### config.mk
export PLATFORM = sky130hd
export DESIGN_NAME = sws_standby_wake_osc_stabilizer
export DESIGN_NICKNAME = d
export VERILOG_FILES = /design/src/inc/sws_pkg.sv /design/src/verilog/sws_standby_wake_osc_stabilizer.sv
export SDC_FILE = /design/constraint.sdc
export NUM_CORES = 1
export LEC_CHECK = 0
export ABC_CLOCK_PERIOD_IN_PS = 3450
export BUFFER_PORTS_ARGS = -buffer_cell sky130_fd_sc_hd__buf_2
export CELL_PAD_IN_SITES_DETAIL_PLACEMENT = 1
export CELL_PAD_IN_SITES_GLOBAL_PLACEMENT = 2
export CORE_MARGIN = 8
export CORE_UTILIZATION = 27
export DETAILED_ROUTE_END_ITERATION = 7
export GPL_ROUTABILITY_DRIVEN = 0
export PLACE_DENSITY_LB_ADDON = 0.15
export SLEW_MARGIN = 20
export SYNTH_ARGS = -nofsm -noshare
export SYNTH_HDL_FRONTEND = slang
export SYNTH_SLANG_ARGS = --single-unit
### constraint.sdc
create_clock -name aclk -period 3.45 [get_ports aclk]
set_input_delay 0.69 -clock aclk [delete_from_list [all_inputs] [get_ports aclk]]
set_output_delay 0.69 -clock aclk [all_outputs]
set_load 0.1 [all_outputs]
### src/inc/sws_pkg.sv
package sws_pkg;

    // ------------------------------------------------------------
    // Timing.
    // ------------------------------------------------------------
    localparam int CLK_PERIOD_NS = 50;
    localparam int STAB_TICK_NS = 4000;
    localparam int STAB_TICK_CYCLES = (STAB_TICK_NS + CLK_PERIOD_NS - 1) / CLK_PERIOD_NS;
    localparam int TICK_W = 7;
    localparam logic [TICK_W-1:0] TICK_LAST = TICK_W'(STAB_TICK_CYCLES - 1);

    // ------------------------------------------------------------
    // Widths and thresholds.
    // ------------------------------------------------------------
    localparam int NUM_IRQ = 8;
    localparam int SEL_W = 3;
    localparam int STAT_W = 8;
    localparam int CNT_W = 11;
    localparam int THR_BASE_SHIFT = 3;

    // ------------------------------------------------------------
    // Register map.
    // ------------------------------------------------------------
    localparam int ADDR_W = 32;
    localparam logic [ADDR_W-1:0] OFS_WAIT_SEL = 32'h0000_0000;
    localparam logic [ADDR_W-1:0] OFS_STATUS = 32'h0000_0004;
    localparam logic [ADDR_W-1:0] OFS_OPTION = 32'h0000_0008;
    localparam logic [ADDR_W-1:0] OFS_STATE = 32'h0000_000C;
    localparam int OPT_WDT_BIT = 0;
    localparam int STATE_DEEP_BIT = 0;
    localparam int STATE_LIGHT_BIT = 1;
    localparam int STATE_OSC_OK_BIT = 2;
    localparam logic [SEL_W-1:0] WAIT_SEL_RST = 3'h7;
    localparam logic OPTION_RST = 1'h0;
    localparam logic [1:0] RESP_OKAY = 2'h0;
    localparam logic [1:0] RESP_SLVERR = 2'h2;

    // ------------------------------------------------------------
    // Types.
    // ------------------------------------------------------------
    typedef enum logic [1:0] {ST_RUN, ST_DEEP, ST_LIGHT, ST_STAB} sws_mode_t;

    typedef struct packed {
        logic [SEL_W-1:0] osc_stab_wait_select;
        logic wdt_runs_in_standby_option;
    } sws_cfg_t;

endpackage

### src/verilog/sws_standby_wake_osc_stabilizer.sv
// The AXI4-Lite slave port and the placing of the registers were left to the implementer.
`timescale 1ns/1ns

module sws_standby_wake_osc_stabilizer (
    input wire logic aclk,
    input wire logic aresetn,
    input wire logic [31:0] s_axi_awaddr,
    input wire logic s_axi_awvalid,
    output logic s_axi_awready,
    input wire logic [31:0] s_axi_wdata,
    input wire logic [3:0] s_axi_wstrb,
    input wire logic s_axi_wvalid,
    output logic s_axi_wready,
    output logic [1:0] s_axi_bresp,
    output logic s_axi_bvalid,
    input wire logic s_axi_bready,
    input wire logic [31:0] s_axi_araddr,
    input wire logic s_axi_arvalid,
    output logic s_axi_arready,
    output logic [31:0] s_axi_rdata,
    output logic [1:0] s_axi_rresp,
    output logic s_axi_rvalid,
    input wire logic s_axi_rready,
    input wire logic stop_exec,
    input wire logic [sws_pkg::NUM_IRQ-1:0] int_request,
    input wire logic [sws_pkg::NUM_IRQ-1:0] int_mask,
    input wire logic crystal_oscillator_started,
    output logic cpu_run,
    output logic deep_standby,
    output logic light_standby,
    output logic crystal_oscillator_enable,
    output logic low_speed_osc_stop
);

    // ------------------------------------------------------------
    // Helper functions.
    // ------------------------------------------------------------
    function automatic logic [sws_pkg::CNT_W-1:0] thr(input logic [sws_pkg::SEL_W-1:0] sel);
        thr = sws_pkg::CNT_W'(1) << (sws_pkg::CNT_W'(sel) + sws_pkg::CNT_W'(sws_pkg::THR_BASE_SHIFT));
    endfunction

    function automatic logic [sws_pkg::STAT_W-1:0] sel_mask(input logic [sws_pkg::SEL_W-1:0] sel);
        logic [sws_pkg::STAT_W-1:0] m;
        m = '0;
        for (int i = 0; i < sws_pkg::STAT_W; i++)
        begin
            if (i <= int'(sel))
            begin
                m[sws_pkg::STAT_W-1-i] = 1'b1;
            end
        end
        sel_mask = m;
    endfunction

    function automatic logic [sws_pkg::STAT_W-1:0] stat_of(input logic [sws_pkg::CNT_W-1:0] cnt,
                                                       input logic [sws_pkg::SEL_W-1:0] sel);
        logic [sws_pkg::STAT_W-1:0] s;
        s = '0;
        for (int i = 0; i < sws_pkg::STAT_W; i++)
        begin
            if (cnt >= thr(sws_pkg::SEL_W'(i)))
            begin
                s[sws_pkg::STAT_W-1-i] = 1'b1;
            end
        end
        stat_of = s & sel_mask(sel);
    endfunction

    // ------------------------------------------------------------
    // Oscillator start input synchroniser.
    // ------------------------------------------------------------
    logic osc_s1, osc_s2, osc_s3, osc_ok, next_osc_ok;

    always_comb
    begin
        next_osc_ok = osc_ok;
        if (osc_s2 == osc_s3)
        begin
            next_osc_ok = osc_s3;
        end
    end

    always_ff @(posedge aclk)
    begin
        if (!aresetn)
        begin
            osc_s1 <= 1'b0;
            osc_s2 <= 1'b0;
            osc_s3 <= 1'b0;
            osc_ok <= 1'b0;
        end
        else
        begin
            osc_s1 <= crystal_oscillator_started;
            osc_s2 <= osc_s1;
            osc_s3 <= osc_s2;
            osc_ok <= next_osc_ok;
        end
    end

    // ------------------------------------------------------------
    // Standby sequencer and stabilization counter.
    // ------------------------------------------------------------
    sws_pkg::sws_mode_t mode, next_mode;
    sws_pkg::sws_cfg_t cfg, next_cfg;
    logic [sws_pkg::TICK_W-1:0] tick_div, next_tick_div;
    logic [sws_pkg::CNT_W-1:0] stab_cnt, next_stab_cnt;
    logic [sws_pkg::STAT_W-1:0] osc_stab_status_counter, next_status;
    logic pending, tick, waiting, elapsed;

    assign pending = |(int_request & ~int_mask);
    assign tick = (tick_div == sws_pkg::TICK_LAST);
    assign waiting = (mode == sws_pkg::ST_LIGHT) || (mode == sws_pkg::ST_STAB);
    assign elapsed = (stab_cnt >= thr(cfg.osc_stab_wait_select));

    always_comb
    begin
        next_mode = mode;
        next_stab_cnt = stab_cnt;
        next_status = osc_stab_status_counter;
        next_tick_div = tick ? '0 : tick_div + sws_pkg::TICK_W'(1);
        case (mode)
            sws_pkg::ST_RUN:
            begin
                if (stop_exec)
                begin
                    next_stab_cnt = '0;
                    next_status = '0;
                    next_mode = pending ? sws_pkg::ST_LIGHT : sws_pkg::ST_DEEP;
                end
            end
            sws_pkg::ST_DEEP:
            begin
                if (pending)
                begin
                    next_mode = sws_pkg::ST_STAB;
                end
            end
            sws_pkg::ST_LIGHT, sws_pkg::ST_STAB:
            begin
                if (elapsed)
                begin
                    next_mode = sws_pkg::ST_RUN;
                end
                else if (osc_ok && tick)
                begin
                    next_stab_cnt = stab_cnt + sws_pkg::CNT_W'(1);
                end
                next_status = osc_stab_status_counter | stat_of(stab_cnt, cfg.osc_stab_wait_select);
            end
            default:
            begin
                next_mode = sws_pkg::ST_RUN;
            end
        endcase
    end

    always_ff @(posedge aclk)
    begin
        if (!aresetn)
        begin
            mode <= sws_pkg::ST_RUN;
            tick_div <= '0;
            stab_cnt <= '0;
            osc_stab_status_counter <= '0;
            cpu_run <= 1'b0;
            deep_standby <= 1'b0;
            light_standby <= 1'b0;
            crystal_oscillator_enable <= 1'b0;
            low_speed_osc_stop <= 1'b0;
        end
        else
        begin
            mode <= next_mode;
            tick_div <= next_tick_div;
            stab_cnt <= next_stab_cnt;
            osc_stab_status_counter <= next_status;
            cpu_run <= (next_mode == sws_pkg::ST_RUN);
            deep_standby <= (next_mode == sws_pkg::ST_DEEP);
            light_standby <= (next_mode == sws_pkg::ST_LIGHT) || (next_mode == sws_pkg::ST_STAB);
            crystal_oscillator_enable <= (next_mode != sws_pkg::ST_DEEP);
            low_speed_osc_stop <= (next_mode == sws_pkg::ST_DEEP) && !next_cfg.wdt_runs_in_standby_option;
        end
    end

    // ------------------------------------------------------------
    // AXI4-Lite register slave.
    // ------------------------------------------------------------
    logic aw_have, w_have, next_aw_have, next_w_have;
    logic [31:0] aw_addr, w_data, next_aw_addr, next_w_data;
    logic [3:0] w_strb, next_w_strb;
    logic next_bvalid, next_rvalid;
    logic [1:0] next_bresp, next_rresp;
    logic [31:0] next_rdata;

    always_comb
    begin
        next_cfg = cfg;
        next_aw_have = aw_have;
        next_w_have = w_have;
        next_aw_addr = aw_addr;
        next_w_data = w_data;
        next_w_strb = w_strb;
        next_bvalid = s_axi_bvalid;
        next_bresp = s_axi_bresp;
        next_rvalid = s_axi_rvalid;
        next_rresp = s_axi_rresp;
        next_rdata = s_axi_rdata;
        if (s_axi_awvalid && s_axi_awready)
        begin
            next_aw_have = 1'b1;
            next_aw_addr = s_axi_awaddr;
        end
        if (s_axi_wvalid && s_axi_wready)
        begin
            next_w_have = 1'b1;
            next_w_data = s_axi_wdata;
            next_w_strb = s_axi_wstrb;
        end
        if (s_axi_bvalid && s_axi_bready)
        begin
            next_bvalid = 1'b0;
        end
        if (aw_have && w_have && !s_axi_bvalid)
        begin
            next_aw_have = 1'b0;
            next_w_have = 1'b0;
            next_bvalid = 1'b1;
            next_bresp = sws_pkg::RESP_OKAY;
            case (aw_addr)
                sws_pkg::OFS_WAIT_SEL:
                begin
                    if (w_strb[0])
                    begin
                        next_cfg.osc_stab_wait_select = w_data[sws_pkg::SEL_W-1:0];
                    end
                end
                sws_pkg::OFS_OPTION:
                begin
                    if (w_strb[0])
                    begin
                        next_cfg.wdt_runs_in_standby_option = w_data[sws_pkg::OPT_WDT_BIT];
                    end
                end
                sws_pkg::OFS_STATUS, sws_pkg::OFS_STATE:
                begin
                    next_bresp = sws_pkg::RESP_OKAY;
                end
                default:
                begin
                    next_bresp = sws_pkg::RESP_SLVERR;
                end
            endcase
        end
        if (s_axi_rvalid && s_axi_rready)
        begin
            next_rvalid = 1'b0;
        end
        if (s_axi_arvalid && s_axi_arready)
        begin
            next_rvalid = 1'b1;
            next_rresp = sws_pkg::RESP_OKAY;
            next_rdata = '0;
            case (s_axi_araddr)
                sws_pkg::OFS_WAIT_SEL:
                begin
                    next_rdata[sws_pkg::SEL_W-1:0] = cfg.osc_stab_wait_select;
                end
                sws_pkg::OFS_STATUS:
                begin
                    next_rdata[sws_pkg::STAT_W-1:0] = osc_stab_status_counter;
                end
                sws_pkg::OFS_OPTION:
                begin
                    next_rdata[sws_pkg::OPT_WDT_BIT] = cfg.wdt_runs_in_standby_option;
                end
                sws_pkg::OFS_STATE:
                begin
                    next_rdata[sws_pkg::STATE_DEEP_BIT] = (mode == sws_pkg::ST_DEEP);
                    next_rdata[sws_pkg::STATE_LIGHT_BIT] = waiting;
                    next_rdata[sws_pkg::STATE_OSC_OK_BIT] = osc_ok;
                end
                default:
                begin
                    next_rresp = sws_pkg::RESP_SLVERR;
                end
            endcase
        end
    end

    always_ff @(posedge aclk)
    begin
        if (!aresetn)
        begin
            cfg <= '{sws_pkg::WAIT_SEL_RST, sws_pkg::OPTION_RST};
            aw_have <= 1'b0;
            w_have <= 1'b0;
            aw_addr <= '0;
            w_data <= '0;
            w_strb <= '0;
            s_axi_awready <= 1'b0;
            s_axi_wready <= 1'b0;
            s_axi_bvalid <= 1'b0;
            s_axi_bresp <= sws_pkg::RESP_OKAY;
            s_axi_arready <= 1'b0;
            s_axi_rvalid <= 1'b0;
            s_axi_rresp <= sws_pkg::RESP_OKAY;
            s_axi_rdata <= '0;
        end
        else
        begin
            cfg <= next_cfg;
            aw_have <= next_aw_have;
            w_have <= next_w_have;
            aw_addr <= next_aw_addr;
            w_data <= next_w_data;
            w_strb <= next_w_strb;
            s_axi_awready <= !next_aw_have;
            s_axi_wready <= !next_w_have;
            s_axi_bvalid <= next_bvalid;
            s_axi_bresp <= next_bresp;
            s_axi_arready <= !next_rvalid;
            s_axi_rvalid <= next_rvalid;
            s_axi_rresp <= next_rresp;
            s_axi_rdata <= next_rdata;
        end
    end

    // ------------------------------------------------------------
    // Assertions.
    // ------------------------------------------------------------
    property p_status_capped;
        @(posedge aclk) disable iff (!aresetn)
        waiting |=> ((osc_stab_status_counter & ~sel_mask($past(cfg.osc_stab_wait_select))) == '0);
    endproperty
    a_status_capped: assert property (p_status_capped) else $error("status beyond selected wait");

    property p_no_count_before_osc;
        @(posedge aclk) disable iff (!aresetn)
        (waiting && !osc_ok) |=> (stab_cnt == $past(stab_cnt));
    endproperty
    a_no_count_before_osc: assert property (p_no_count_before_osc) else $error("counted before oscillation");

    property p_cancel_entry;
        @(posedge aclk) disable iff (!aresetn)
        (mode == sws_pkg::ST_RUN && stop_exec && pending) |=> (mode == sws_pkg::ST_LIGHT) && !deep_standby;
    endproperty
    a_cancel_entry: assert property (p_cancel_entry) else $error("standby not cancelled");

    property p_light_returns;
        @(posedge aclk) disable iff (!aresetn)
        (mode == sws_pkg::ST_LIGHT && stab_cnt >= thr(cfg.osc_stab_wait_select)) |=> cpu_run && !light_standby;
    endproperty
    a_light_returns: assert property (p_light_returns) else $error("no return after wait");

    property p_status_sticky_ordered;
        @(posedge aclk) disable iff (!aresetn)
        !(mode == sws_pkg::ST_RUN && stop_exec) |=> (((osc_stab_status_counter & $past(osc_stab_status_counter))
            == $past(osc_stab_status_counter)) && (((~osc_stab_status_counter) & ((~osc_stab_status_counter)
            + sws_pkg::STAT_W'(1))) == '0));
    endproperty
    a_status_sticky_ordered: assert property (p_status_sticky_ordered) else $error("status not sticky");

    property p_clear_on_entry;
        @(posedge aclk) disable iff (!aresetn)
        (mode == sws_pkg::ST_RUN && stop_exec && !pending) |=> deep_standby && stab_cnt == '0
            && osc_stab_status_counter == '0;
    endproperty
    a_clear_on_entry: assert property (p_clear_on_entry) else $error("status not cleared");

endmodule

==> results.sh <==
export IMPL_cp_start_kind="flop"
export IMPL_diodes=0
export IMPL_drt_first_pass_iters=4
export IMPL_pwr_density_cell_nw_per_um2=473
export IMPL_synth_seq_cells=93
export IMPL_core_rowCount=46
export IMPL_place_ws_ps=479
export IMPL_end_kind="flop"
export IMPL_ys_seq_area_share_pct=43.9
export IMPL_report_final_setup_viol=0
export IMPL_synth_edf_count=0
export IMPL_multiInputGateArea_um2=2130
export IMPL_arrival_ps=3270
export IMPL_wl_per_cell_um=14.6
export IMPL_layout_cells_non_filler=823
export IMPL_cts_setup_buffers=0
export IMPL_drc_errors=0
export IMPL_postPlaceCellArea_um2=4940
export IMPL_ir_drop_mv=0.202
export IMPL_slew_viol_final=0
export IMPL_numCtsBuffers=9
export IMPL_synth_distinct_cells=53
export IMPL_final_core_util_pct=33.6
export IMPL_power_leakage_nw=2.11
export IMPL_worst_pin_slew_ps=861
export IMPL_cts_max_path_buffers=2
export IMPL_root_buffer="clkbuf_16"
export IMPL_synth_flop_cell="dfxtp_1"
export IMPL_rr_startpoint="cfg[3]$_SDFFE_PN1P_"
export IMPL_status="completed"
export IMPL_drtAntennaViolNets=0
export IMPL_register_area_um2=1860
export IMPL_antenna_found_initial=0
export IMPL_port_buffers=112
export IMPL_overflow=0
export IMPL_rsz0062_at_grt="false"
export IMPL_die_x_um=141
export IMPL_cts_tree="done"
export IMPL_hpwl_um=9130
export IMPL_final_hold_viol_count=0
export IMPL_avgSynthCellArea_um2=8.58
export IMPL_clk_latency_ps=340
export IMPL_grt_pass1_wl_um=20100
export IMPL_setup_ws_ps=434
export IMPL_ctsHoldBuffers=0
export IMPL_dp_cells=807
export IMPL_cp_max_fo=15
export IMPL_crit_start="cfg[3]$_SDFFE_PN1P_"
export IMPL_fmax_ghz=0.332
export IMPL_die_height_um=141
export IMPL_slew_headroom_pct=42.1
export IMPL_fin_crit_ps=3020
export IMPL_drive_gt1_share_pct=23.6
export IMPL_via_per_inst=4.48
export IMPL_track_usage_pct=12.4
export IMPL_area_growth_pct=23.3
export IMPL_grt_pass1_vias=4054
export IMPL_drt_iter0_drc=94
export IMPL_cts_clk_slew_worst_paths_ps=70
export IMPL_synth_cells=495
export IMPL_tns_ps=0
export IMPL_cap_violations=0
export IMPL_postLayoutCellArea_um2=5240
export IMPL_netlist_area_um2=4250
export IMPL_clock_sinks=93
export IMPL_floorplan_initialDensity_pct=27.2
export IMPL_grt_max_degree=72
export IMPL_skew_ps=11.7
export IMPL_detail_route_wirelength_um=12100
export IMPL_die_area_um2=20000
export IMPL_post_cts_resized=0
export IMPL_htreeDepth=3
export IMPL_async_flop_share_pct=0
export IMPL_min_period_over_period_pct=87.4
export IMPL_yosysWarnings=0
export IMPL_hold_class="flop to flop"
export IMPL_core_area_um2=15600
export IMPL_io_pin_count=171
export IMPL_crit_required_ps=3710
export IMPL_dr_total_vias=3689
export IMPL_crit_type="flop to flop"
export IMPL_num_nets_final=738
export IMPL_holdCritStartpoint="osc_s1$_SDFF_PN0_"
export IMPL_fill_cells=1873
through the flow:
stage,total power (W),hold WS [ps]
detailed placement,0.00155,426
global placement,0.00154,423
floorplan,0.00147,412
finish,0.00248,436
CTS,0.00253,443
global route,0.00260,459
cells in the final DEF (no fill, tap or decap), drive strengths merged, types with 4 or more instances in the layout:
| cell | synthesis | final |
|---|---|---|
| clkbuf | 18 | 12 |
| conb | 1 | 26 |
| o211ai | 4 | 4 |
| a21boi | 42 | 42 |
| o22ai | 4 | 4 |
| a22oi | 8 | 8 |
| ha | 11 | 11 |
| and2 | 8 | 8 |
| nand3 | 13 | 13 |
| nand2 | 88 | 88 |
| nand4 | 5 | 5 |
| inv | 16 | 16 |
| nor2 | 27 | 27 |
| nor2b | 13 | 13 |
| dfxtp | 93 | 93 |
| or3 | 4 | 4 |
| a21oi | 11 | 11 |
| and3 | 4 | 4 |
| nor4 | 20 | 20 |
| nor4b | 4 | 4 |
| buf | 31 | 120 |
| nand3b | 6 | 6 |
| o21ai | 13 | 13 |
| mux2i | 4 | 4 |
| nand2b | 5 | 5 |
| nor3 | 4 | 4 |
| xnor2 | 5 | 5 |
cell usage after synthesis, drive strengths merged (2+ instances only):
cell | number | area (µm²)
o22ai | 4 | 25.0
or3b | 2 | 17.5
o21ai | 13 | 65.1
buf | 31 | 216
nand2 | 88 | 330
nand4 | 5 | 31.3
nor4 | 20 | 125
a21boi | 42 | 315
clkbuf | 18 | 68.8
a21oi | 11 | 55.1
o211ai | 4 | 30.0
a22o | 2 | 17.5
o21a | 3 | 22.5
a211oi | 2 | 15.0
nand2b | 5 | 31.3
ha | 11 | 138
nor4b | 4 | 35.0
inv | 16 | 60.1
or4 | 3 | 22.5
a31oi | 3 | 18.8
dfxtp | 93 | 1860
and2 | 8 | 51.3
nor3 | 4 | 20.0
a22oi | 8 | 60.1
nor2b | 13 | 81.3
nand3b | 6 | 45.0
and3 | 4 | 25.0
or3 | 4 | 25.0
xnor2 | 5 | 43.8
mux2i | 4 | 40.0
nand3 | 13 | 70.1
xor2 | 3 | 26.3
nor2 | 27 | 101
o31a | 2 | 17.5
o31ai | 2 | 15.0
layout make-up:
class	instances	share of cell area [%]
Sequential cell	93	35.6
Multi-Input combinational cell	362	40.8
Clock inverter	4	0.621
Clock buffer	12	4.90
Timing Repair Buffer	120	11.9
Inverter	16	1.15
Tap cell	216	5.16
power breakdown:
group          total (W)  internal [W]  switching (W)
clock           0.000954      0.000531       0.000423
combinational   0.000392     0.0000963       0.000296
sequential       0.00113       0.00111      0.0000206
critical path: stages, from the launching register on:
cell and delay [ps]:
dfxtp_1 460, or3b_2 510, ha_1 300, a211oi_1 280, a211oi_1 130, or3_1 560, or4_1 550, a21oi_1 140
metal layers:
metal	global-route usage [%]	up-vias	share of wire, %
li1	-	1879	-
met1	14.6	1711	46
met2	20.8	90	46
met3	3.80	9	6.3
met4	4.92	0	1.2
met5	0	-	0
sequential cells by signal (all words and copies together), names as in the netlist, 3 cells and up:
name,flops
cfg,4
osc_stab_status_counter,8
w_data,3
aw_addr,32
stab_cnt,11
s_axi_rdata,8
tick_div,7
worst paths after layout:
path | to | slack (ps) | cells past startpoint
worst max-delay path | stab_cnt[9]$_SDFFE_PN0P_ | 430 | 7
worst max register to register | stab_cnt[9]$_SDFFE_PN0P_ | 430 | 7
worst min-delay path | osc_s2$_SDFF_PN0_ | 440 | 1
worst min register to register | osc_s2$_SDFF_PN0_ | 440 | 1
kinds of logic after synthesis:
group                      count (synthesis)  synth area share, %
xor gates and xnor gates                   8                 1.65
muxes                                      6                 1.74
DFF                                       93                 43.9
other                                      1               0.0883
AOI/OAI and AO/OA                        100                 16.4
adders and majority gates                 11                 3.24
buffers and inverters                     65                 8.13
and+or+nand+nor                          211                 24.9
(Power assumes the default switching activity.)
